`src/arseq_pkg.sv`:
```
// Constants, register map and state types of the auto-reclose sequencer
package arseq_pkg;
	localparam int NREQ     = 5;
	localparam int NSHOT    = 5;
	localparam int NKIND    = 4;
	localparam int TW       = 19;
	localparam int CLK_NS   = 10;
	localparam int TICK_MS  = 5;
	localparam int TICK_CYC = TICK_MS * 1_000_000 / CLK_NS;
	localparam int CW       = 20;

	// Settings in their own units, converted to 5 ms ticks
	localparam int TMAX_S     = 1800;
	localparam int DEAD1_MS   = 200;
	localparam int DEAD2_S    = 60;
	localparam int RECL_S     = 10;
	localparam int GREC_S     = 10;
	localparam logic [TW-1:0] TMAX_TK  = TW'(TMAX_S * 1000 / TICK_MS);
	localparam logic [TW-1:0] DEAD1_TK = TW'(DEAD1_MS / TICK_MS);
	localparam logic [TW-1:0] DEAD2_TK = TW'(DEAD2_S * 1000 / TICK_MS);
	localparam logic [TW-1:0] RECL_TK  = TW'(RECL_S * 1000 / TICK_MS);
	localparam logic [TW-1:0] GREC_TK  = TW'(GREC_S * 1000 / TICK_MS);
	localparam logic [NSHOT-1:0] SEN_RST = 5'h03;

	// Timer kinds inside one shot's group of four
	localparam logic [1:0] K_START = 2'h0;
	localparam logic [1:0] K_DEAD  = 2'h1;
	localparam logic [1:0] K_ACT   = 2'h2;
	localparam logic [1:0] K_RECL  = 2'h3;
	localparam logic [2:0] SHOT_NONE = 3'h7;

	// Register byte addresses
	localparam logic [7:0] A_CTRL  = 8'h00;
	localparam logic [7:0] A_STAT  = 8'h04;
	localparam logic [7:0] A_ISTAT = 8'h08;
	localparam logic [7:0] A_IMASK = 8'h0C;
	localparam logic [7:0] A_GREC  = 8'h10;
	localparam logic [7:0] A_SEN   = 8'h14;
	localparam logic [7:0] A_TTAB  = 8'h40;
	localparam int C_LOCKRET = 0;
	localparam int C_MRESET  = 1;

	// Interrupt sources
	localparam int NIRQ     = 4;
	localparam int I_SHOT   = 0;
	localparam int I_CLOSE  = 1;
	localparam int I_DONE   = 2;
	localparam int I_LOCK   = 3;

	typedef enum logic [2:0] {
		S_READY, S_WOPEN, S_DEAD, S_CLOSE, S_RECL, S_GREC, S_FINAL, S_LOCK
	} arseq_state_t;

	typedef struct packed {
		arseq_state_t                      st;
		logic [TW-1:0]                     tmr;
		logic [CW-1:0]                     tcnt;
		logic [2:0]                        shot;
		logic [2:0]                        reqi;
		logic [NREQ-1:0]                   req_prev;
		logic                              act;
		logic [NREQ-1:0]                   pend;
		logic [NSHOT-1:0]                  shota;
		logic                              close_req;
		logic                              alim;
		logic                              fin;
		logic                              mrst;
		logic                              lock_ret;
		logic [NIRQ-1:0]                   istat;
		logic [NIRQ-1:0]                   imask;
		logic [TW-1:0]                     grec;
		logic [NREQ-1:0][NSHOT-1:0]        sen;
		logic [NSHOT*NKIND-1:0][TW-1:0]    ttab;
		logic [31:0]                       rdata;
	} arseq_regs_t;
endpackage : arseq_pkg

```
`src/arseq_top.sv`:
```
// Auto-reclose sequencer: shots, dead/reclaim timers, lock-out, register port
`timescale 1ns/1ps
module arseq_top import arseq_pkg::*; #(
	parameter int TICK_CYCLES = TICK_CYC
) (
	// Clock and reset
	input  wire logic              i_clk,
	input  wire logic              i_resetn,
	// Register port
	input  wire logic [7:0]        i_addr,
	input  wire logic [31:0]       i_wdata,
	input  wire logic              i_wr,
	input  wire logic              i_rd,
	output logic      [31:0]       o_rdata,
	// Protection stages
	input  wire logic [NREQ-1:0]   i_request,
	input  wire logic              i_critical,
	input  wire logic              i_manual_reset,
	// Breaker object
	input  wire logic              i_brk_open,
	input  wire logic              i_brk_closed,
	input  wire logic              i_obj_fail,
	output logic                   o_close_req,
	output logic                   o_final_trip,
	// Indications
	output logic                   o_reclose_active,
	output logic      [NREQ-1:0]   o_request_pending,
	output logic      [NSHOT-1:0]  o_shot_active,
	output logic                   o_global_reclaim_active,
	output logic                   o_lockout_state,
	output logic                   o_irq
);
	arseq_regs_t s_ff;
	arseq_regs_t nxt_s;

	function automatic arseq_regs_t rst_val();
		arseq_regs_t r;
		r = '0;
		r.st = S_READY;
		r.grec = GREC_TK;
		for (int i = 0; i < NREQ; i++) begin
			r.sen[i] = SEN_RST;
		end
		r.ttab[0 * NKIND + K_DEAD] = DEAD1_TK;
		r.ttab[0 * NKIND + K_RECL] = RECL_TK;
		r.ttab[1 * NKIND + K_DEAD] = DEAD2_TK;
		r.ttab[1 * NKIND + K_RECL] = RECL_TK;
		return r;
	endfunction : rst_val

	// Lowest index wins: request one has the highest priority
	function automatic logic [2:0] prio(input logic [NREQ-1:0] v);
		logic [2:0] p;
		p = SHOT_NONE;
		for (int i = NREQ - 1; i >= 0; i--) begin
			if (v[i]) begin
				p = 3'(i);
			end
		end
		return p;
	endfunction : prio

	// First enabled shot at or after a position
	function automatic logic [2:0] shot_from(input logic [NSHOT-1:0] m, input logic [2:0] f);
		logic [2:0] p;
		p = SHOT_NONE;
		for (int i = NSHOT - 1; i >= 0; i--) begin
			if (m[i] && 3'(i) >= f) begin
				p = 3'(i);
			end
		end
		return p;
	endfunction : shot_from

	function automatic logic [TW-1:0] tval(input arseq_regs_t r, input logic [2:0] sh,
			input logic [1:0] k);
		return r.ttab[{sh, k}];
	endfunction : tval

	logic             tick;
	logic [NREQ-1:0]  rise;
	logic [2:0]       r_new;
	logic [2:0]       sh_new;
	logic [2:0]       sh_nxt;
	logic             go_start;
	logic             go_dead;
	logic             go_close;
	logic             go_recl;
	logic             go_done;
	logic             go_final;
	logic             go_lock;
	logic [NIRQ-1:0]  ev;
	logic [5:0]       tidx;

	always_comb begin
		nxt_s = s_ff;
		tick = s_ff.tcnt == CW'(TICK_CYCLES - 1);
		nxt_s.tcnt = tick ? '0 : s_ff.tcnt + 1'b1;
		if (tick && s_ff.tmr != '0) begin
			nxt_s.tmr = s_ff.tmr - 1'b1;
		end
		rise = i_request & ~s_ff.req_prev;
		nxt_s.req_prev = i_request;
		r_new = prio(rise);
		sh_new = (r_new == SHOT_NONE) ? SHOT_NONE : shot_from(s_ff.sen[r_new], '0);
		sh_nxt = shot_from(s_ff.sen[s_ff.reqi], s_ff.shot + 1'b1);
		nxt_s.fin = 1'b0;
		{go_start, go_dead, go_close, go_recl, go_done, go_final, go_lock} = '0;
		ev = '0;
		tidx = 6'((i_addr - A_TTAB) >> 2);

		// Register writes
		if (i_wr) begin
			unique case (i_addr)
				A_CTRL: begin
					nxt_s.lock_ret = i_wdata[C_LOCKRET];
					if (i_wdata[C_MRESET]) begin
						nxt_s.mrst = 1'b1;
					end
				end
				A_ISTAT: nxt_s.istat = s_ff.istat & ~i_wdata[NIRQ-1:0];
				A_IMASK: nxt_s.imask = i_wdata[NIRQ-1:0];
				A_GREC:  nxt_s.grec = (i_wdata[TW-1:0] > TMAX_TK) ? TMAX_TK : i_wdata[TW-1:0];
				default: begin
					if (i_addr >= A_SEN && i_addr < A_SEN + 8'(NREQ * 4)) begin
						nxt_s.sen[3'((i_addr - A_SEN) >> 2)] = i_wdata[NSHOT-1:0];
					end else if (i_addr >= A_TTAB && tidx < 6'(NSHOT * NKIND)) begin
						// Out-of-range settings saturate at the top of the span
						nxt_s.ttab[tidx] = (i_wdata[TW-1:0] > TMAX_TK || |i_wdata[31:TW])
							? TMAX_TK : i_wdata[TW-1:0];
					end
				end
			endcase
		end
		if (i_manual_reset) begin
			nxt_s.mrst = 1'b1;
		end

		// Register reads: data valid only in the following cycle
		nxt_s.rdata = '0;
		if (i_rd) begin
			unique case (i_addr)
				A_CTRL:  nxt_s.rdata = 32'(s_ff.lock_ret);
				A_STAT:  nxt_s.rdata = {20'h0, s_ff.mrst, s_ff.reqi, s_ff.shot, 2'h0, s_ff.st};
				A_ISTAT: nxt_s.rdata = 32'(s_ff.istat);
				A_IMASK: nxt_s.rdata = 32'(s_ff.imask);
				A_GREC:  nxt_s.rdata = 32'(s_ff.grec);
				default: begin
					if (i_addr >= A_SEN && i_addr < A_SEN + 8'(NREQ * 4)) begin
						nxt_s.rdata = 32'(s_ff.sen[3'((i_addr - A_SEN) >> 2)]);
					end else if (i_addr >= A_TTAB && tidx < 6'(NSHOT * NKIND)) begin
						nxt_s.rdata = 32'(s_ff.ttab[tidx]);
					end
				end
			endcase
		end

		unique case (s_ff.st)
			S_READY: begin
				if (sh_new != SHOT_NONE) begin
					go_start = 1'b1;
				end
			end
			S_WOPEN: begin
				if (i_brk_open && !i_request[s_ff.reqi]) begin
					go_dead = 1'b1;
				end
			end
			S_DEAD: begin
				if (s_ff.tmr == '0) begin
					go_close = 1'b1;
				end
			end
			S_CLOSE: begin
				if (i_brk_closed) begin
					nxt_s.close_req = 1'b0;
					go_recl = 1'b1;
				end else if (s_ff.alim && s_ff.tmr == '0) begin
					go_lock = 1'b1;
				end
			end
			S_RECL: begin
				// Only the request that owns the sequence steps the shot
				if (rise[s_ff.reqi]) begin
					if (sh_nxt != SHOT_NONE) begin
						nxt_s.shot = sh_nxt;
						nxt_s.shota = NSHOT'(1) << sh_nxt;
						nxt_s.st = S_WOPEN;
						ev[I_SHOT] = 1'b1;
					end else begin
						go_final = 1'b1;
					end
				end else if (s_ff.tmr == '0) begin
					go_done = 1'b1;
				end
			end
			S_GREC: begin
				if (|rise && s_ff.lock_ret) begin
					go_final = 1'b1;
				end else if (sh_new != SHOT_NONE) begin
					go_start = 1'b1;
				end else if (s_ff.tmr == '0) begin
					nxt_s.st = S_READY;
				end
			end
			S_FINAL: begin
				nxt_s.st = S_LOCK;
				ev[I_LOCK] = 1'b1;
			end
			S_LOCK: begin
				// A failure still reported keeps the sequencer locked
				if (s_ff.mrst && i_brk_closed && !i_obj_fail) begin
					nxt_s.mrst = 1'b0;
					nxt_s.st = S_READY;
				end
			end
		endcase

		if (go_start) begin
			nxt_s.act = 1'b1;
			nxt_s.reqi = r_new;
			nxt_s.pend = NREQ'(1) << r_new;
			nxt_s.shot = sh_new;
			nxt_s.shota = NSHOT'(1) << sh_new;
			nxt_s.st = S_WOPEN;
			ev[I_SHOT] = 1'b1;
		end
		if (go_dead) begin
			nxt_s.tmr = tval(s_ff, s_ff.shot, K_DEAD);
			nxt_s.tcnt = '0;
			if (nxt_s.tmr == '0) begin
				go_close = 1'b1;
			end else begin
				nxt_s.st = S_DEAD;
			end
		end
		if (go_close) begin
			nxt_s.close_req = 1'b1;
			nxt_s.tmr = tval(s_ff, s_ff.shot, K_ACT);
			nxt_s.alim = nxt_s.tmr != '0;
			nxt_s.tcnt = '0;
			nxt_s.st = S_CLOSE;
			ev[I_CLOSE] = 1'b1;
		end
		if (go_recl) begin
			nxt_s.tmr = tval(s_ff, s_ff.shot, K_RECL);
			nxt_s.tcnt = '0;
			if (nxt_s.tmr == '0) begin
				go_done = 1'b1;
			end else begin
				nxt_s.st = S_RECL;
			end
		end
		if (go_done) begin
			nxt_s.act = 1'b0;
			nxt_s.pend = '0;
			nxt_s.shota = '0;
			nxt_s.tmr = s_ff.grec;
			nxt_s.tcnt = '0;
			nxt_s.st = (s_ff.grec == '0) ? S_READY : S_GREC;
			ev[I_DONE] = 1'b1;
		end

		// Critical request (outside final trip and lock-out) and breaker failure (outside lock-out) override any sequence step
		if (i_critical && s_ff.st != S_LOCK && s_ff.st != S_FINAL) begin
			go_final = 1'b1;
		end
		if (i_obj_fail && s_ff.st != S_LOCK) begin
			go_lock = 1'b1;
		end
		if (go_final || go_lock) begin
			nxt_s.act = 1'b0;
			nxt_s.pend = '0;
			nxt_s.shota = '0;
			nxt_s.close_req = 1'b0;
			nxt_s.mrst = 1'b0;
			nxt_s.fin = go_final && !go_lock;
			nxt_s.st = go_lock ? S_LOCK : S_FINAL;
			ev = '0;
			ev[I_LOCK] = go_lock;
		end

		// A new event wins over a clear in the same cycle
		nxt_s.istat = nxt_s.istat | ev;
	end

	always_ff @(posedge i_clk) begin
		if (!i_resetn) begin
			s_ff <= rst_val();
		end else begin
			s_ff <= nxt_s;
		end
	end

	assign o_rdata                 = s_ff.rdata;
	assign o_close_req             = s_ff.close_req;
	assign o_final_trip            = s_ff.fin;
	assign o_reclose_active        = s_ff.act;
	assign o_request_pending       = s_ff.pend;
	assign o_shot_active           = s_ff.shota;
	assign o_global_reclaim_active = s_ff.st == S_GREC;
	assign o_lockout_state         = s_ff.st == S_LOCK;
	assign o_irq                   = |(s_ff.istat & s_ff.imask);

	// Neither override input is active, so the plain sequence step applies
	logic quiet;
	assign quiet = !i_critical && !i_obj_fail;
endmodule : arseq_top

```
`config.mk`:
```
export PLATFORM = sky130hd
export DESIGN_NAME = arseq_top
export DESIGN_NICKNAME = d
export VERILOG_FILES = /design/src/arseq_pkg.sv /design/src/arseq_top.sv
export SDC_FILE = /design/constraint.sdc
export NUM_CORES = 1
export LEC_CHECK = 0
export BUFFER_PORTS_ARGS = -buffer_cell sky130_fd_sc_hd__buf_2
export CAP_MARGIN = 20
export CORE_ASPECT_RATIO = 0.75
export CORE_MARGIN = 2
export CORE_UTILIZATION = 35
export DETAILED_ROUTE_END_ITERATION = 10
export PLACE_DENSITY = 0.54
export SYNTH_ARGS = -nofsm -noshare
export SYNTH_HDL_FRONTEND = slang
export SYNTH_SLANG_ARGS = --single-unit
```
`constraint.sdc`:
```
create_clock -name i_clk -period 15.6 [get_ports i_clk]
set_input_delay 4.68 -clock i_clk [delete_from_list [all_inputs] [get_ports i_clk]]
set_output_delay 4.68 -clock i_clk [all_outputs]
set_load 0.05 [all_outputs]
```
## Word-level counts from Yosys, hierarchy flattened

Index checks and enable logic that the tools add are counted.
Widths: inputs -> output; s select.

- Bitwise logic cells: 9
- Magnitude comparators: 19
- Add/sub/neg operators: 5
- Multiplexer cells: 120
- Reductions and logical operators: 54
- Eq/ne operators: 17
- Shift-type cells: 3

Operators with widths:

| operator | count |
|---|---|
| $mux 380 | 2 |
| $mux 434 | 1 |
| $mux 405 | 1 |
| $bwmux 380 | 1 |
| $mux 19 | 11 |
| $bmux 19 s3 | 3 |
| $mux 42 | 4 |
| $bmux 19 s5 | 1 |
| $demux 19 s5 | 1 |
| $pmux 19 s5 | 1 |
| $mux 3 | 27 |
| $logic_not 19->1 | 4 |
| $bmux 5 s3 | 3 |
| $mux 5 | 8 |
| $mux 1 | 38 |
| $reduce_bool 19->1 | 2 |
| $bwmux 25 | 1 |
| $mux 25 | 1 |
| $add 20x1->20 const B | 1 |
| $eq 20x19->1 const B | 1 |
| $mux 20 | 1 |
| $gt 19x19->1 const B | 1 |
| $logic_and 1x1->1 | 19 |
| $sub 19x1->19 const B | 1 |
| other kinds (51) | 93 |

- Flip-flop bits (word level): 533

## Longest topological paths before layout

- Word-level depth: 27
- Depth in mapped cells: 17

## Least setup slack after synthesis

OpenSTA, ideal clock, no wires.

- Path type: in2reg
- Start: in i_addr[3]
- End: reg with a tool-made name
- Setup time: 0.086 ns
- Data required time: 15.514 ns
- Arrival: 8.265 ns
- Stages: 16
- Setup slack: 7.249 ns
- Path buffers: 7
- Cell sequence: clkbuf_1 > clkbuf_1 > buf_1 > clkbuf_1 > inv_1 > ha_1 > clkbuf_1 > or3_1 > a211oi_2 > and2_1 > clkbuf_1 > nand2_1 > nor2_2 > buf_2 > nor2_1 > a211oi_1

RTL lines:

| what | RTL line | RTL |
|---|---|---|
| from (decl) | arseq_top.sv:10 | `input wire logic [7:0] i_addr,` |

==> flow_metrics.py <==
metrics = {
    "yosys": {
        "syn_avg_cell_area_sq_um": 8.89,
        "synth_cell_types": 96,
        "seq_area_frac_synth_pct": 39.1,
        "dominantRegCellSynth": "dfxtp_1",
        "synth_simple_gate_area_share_pct": 18.2,
        "yosys.area.top_type_share_pct": 39.1,
        "ys_top_cells_by_area": "dfxtp_1 (39%), mux4_2 (12%), nand2_1 (7.5%)",
        "syn_inst": 2996,
        "synth_xor_area_share_pct": 1.22,
        "syn-cell-area_sq_um": 26600,
        "synthMuxAreaShare_pct": 16.3,
        "synth_top_family_by_area": "compound AO/OA/AOI/OAI gates",
        "synth_fa_ha_area_share_pct": 0.564,
        "synth_compound_area_share_pct": 18.9,
        "ys_seq_elements": 520,
        "yosys.area.top_type": "dfxtp_1",
        "synth_edf_count": 0,
        "ys_async_sr_fraction_pct": 0,
        "ys_warn_count": 0,
    },
    "clocking": {
        "ctsHoldBuffers": 0,
        "htreeDepth": 2,
        "clkLatencyLatePin_ps": 630,
        "cts_inserted_buffers": 52,
        "cts_root_buf": "clkbuf_16",
        "clk_pin_slew_ps": 70,
        "postCtsSetupBuffers": 0,
        "ctsResizeCount": 0,
        "cts_tree": "built",
        "cts_sinks": 520,
        "clockBufferDepth": 3,
    },
    "timing": {
        "setup_viol": 0,
        "finClkSkew_ps": 17.3,
        "min_period_over_period_pct": 54.3,
        "hold_viol": 0,
        "rsz0062_at_grt": "no",
        "report.final.slew_viol_count": 0,
        "max_freq_ghz": 0.118,
        "fin_crit_ps": 8470,
        "fin_tns_setup_ps": 0,
        "tightestPinTransition_ps": 1100,
        "max_slew_margin_pct": 26.7,
        "holdWs_ps": 453,
    },
    "pwr": {
        "power_density_nw_per_um2": 119,
        "peakVddDrop_mv": 0.0765,
        "power_leakage_uw": 0.00973,
    },
    "drt": {
        "vias": 24500,
        "dr.pass1.iters": 6,
        "ant_nets": 0,
        "drt-initial-drc-count": 3385,
        "drt-total-wl_um": 110000,
        "drc": 0,
        "avgViaCountPerCell": 6.17,
        "wl_per_cell_um": 27.7,
    },
    "cells_and_area": {
        "drive_gt1_share_pct": 16.3,
        "nNetsFinal": 2985,
        "area_delta_synth_final_pct": 9.95,
    },
    "critical_path": {
        "crit_slowest_cell": "a211oi_2",
        "cp_cell_sequence": "buf_2, buf_4, clkinv_1, ha_1, and4_1, a211oi_2, and3_1, nand3_1, buf_4, nand2_1, o211ai_1",
        "critPathRequiredTime_ps": 16050,
        "r2r_slack_ps": 10420,
        "crit_path_end_kind": "register",
        "crit_type": "input port to register",
        "slowest_delay_ps": 650,
        "worstPathArrival_ps": 8920,
        "cp-start-kind": "input port",
        "cp_common_cell": "buf_4",
        "path_max_fanout": 31,
    },
    "place": {
        "post-dp-hpwl_um": 74900,
        "io_buffers": 88,
        "globalplace.congestion": 0.963,
    },
    "run": {
        "drv_cap": 0,
    },
    "floorplan": {
        "core_area_sq_um": 75200,
        "die_y_um": 243,
        "dieArea_sq_um": 78300,
        "die_w_um": 323,
        "pin_count": 102,
        "start_util_pct": 35.4,
        "num_rows": 87,
    },
    "worst_hold_path": {
        "hp-class": "register to register",
    },
    "global_routing": {
        "grt_pass1_wl_um": 159000,
        "grt_usage_pct": 27.4,
        "first_global_vias": 22900,
        "antenna_found_initial": 1,
        "grt_overflow_total": 0,
        "grt_max_degree": 141,
    },
    "run_status": {
        "status": "finished, final reports clean",
    },
}
[cells by family (layout without fill, tap and decap cells)]
| family | after synthesis | count (layout) |
|---|---|---|
| xor+xnor | 37 | 37 |
| flops | 520 | 520 |
| fa+ha+maj | 12 | 12 |
| buf+inv | 325 | 268 |
| compound gates | 753 | 753 |
| mux | 246 | 246 |
| other cells | 1 | 14 |
| simple gates | 1102 | 1102 |
[worst paths after layout]
check / endpoint / startpoint / cells after the start
worst min-delay path: o_request_pending[3] / o_request_pending[3] / 2
worst min register to register: o_request_pending[3] / o_request_pending[3] / 2
worst max-delay path: register / i_addr[6] / 11
worst max register to register: s_ff[528] / s_ff[488] / 11
[cell usage after synthesis, types with 7 or more instances]
cell type	number
a211oi_1	177
dfxtp_1	520
a22oi_1	40
a222oi_1	12
nor3_1	38
xnor2_1	19
buf_1	15
mux2_2	19
nor2b_1	13
nand2_1	535
ha_1	12
mux2i_1	79
a221oi_1	8
o21ai_0	48
o21a_1	8
mux4_2	147
o22ai_1	28
inv_1	25
nand2b_1	10
nand3_1	57
xor2_1	18
nor2_2	18
o211ai_1	31
and2_1	12
buf_4	48
o221ai_1	7
buf_2	62
nor4_1	22
nand4_1	11
a21oi_1	279
nor2_1	299
a22o_1	33
a31oi_1	9
and3_1	22
clkbuf_1	166
a211oi_2	8
[cell type report]
| cell class | count | area [sq um] |
|---|---|---|
| antenna | 1 | 2.50 |
| tap | 1023 | 1280 |
| fill | 7490 | 45900 |
| inverter | 26 | 105 |
| sequential | 520 | 10400 |
| clock buffer | 72 | 1480 |
| multi-input combinational | 2163 | 14900 |
| clock inverter | 14 | 141 |
| timing repair buffer | 156 | 1000 |
[stage by stage]
| stage | instance area [sq um] | cells | setup WS [ps] | util [%] | power (uW) |
|---|---|---|---|---|---|
| after floorplan | 26700 | 3008 | 7250 | - | 2010 |
| after global placement | 27600 | 3884 | 6700 | 36.7 | 2220 |
| after detailed placement | 27600 | 3886 | 6590 | 36.7 | 2230 |
| after CTS | 29200 | 3972 | 7230 | 38.9 | 3480 |
| after global routing | 29300 | 3975 | 7080 | 38.9 | 3610 |
| final | 29300 | 3975 | 7130 | 38.9 | 3490 |
[placed cells by master, fill, tap and decap left out, drive strengths merged, types with 8 or more instances in the layout]
cell type  count
dfxtp        520
a221oi         8
clkbuf        72
and3          23
a211oi       185
and2          14
xnor2         19
nand4         12
conb          13
inv           27
nor2         317
a22o          33
clkinv        10
nand2        536
nor3b          8
a22oi         40
ha            12
xor2          18
nor3          40
o22ai         28
nor4          24
buf          156
nand3         58
o211ai        31
a31oi         10
a21oi        280
mux2          20
o21ai         53
o21a           8
mux4         147
mux2i         79
a222oi        12
nor2b         14
nand2b        10
[power breakdown]
group / switching, uW / internal, uW
clock: 576 / 691
combinational: 515 / 294
sequential: 59.0 / 1360
[worst max-delay path: cells and delay by family]
kind,cells,cell delay (ps)
adders and majority gates,1,450
and+or+nand+nor,4,1540
AOI/OAI and AO/OA,2,740
buffers and inverters,4,1480
[metal layers]
layer  up-vias  wire length, um  track usage [%]
met1     12200            48700             40.3
met2      1449            45800             39.2
met5         -                0                0
met3       206            12100             6.59
met4         0             3410             8.38
li1      10700                -                -
Power figures use the tool's default switching activity.
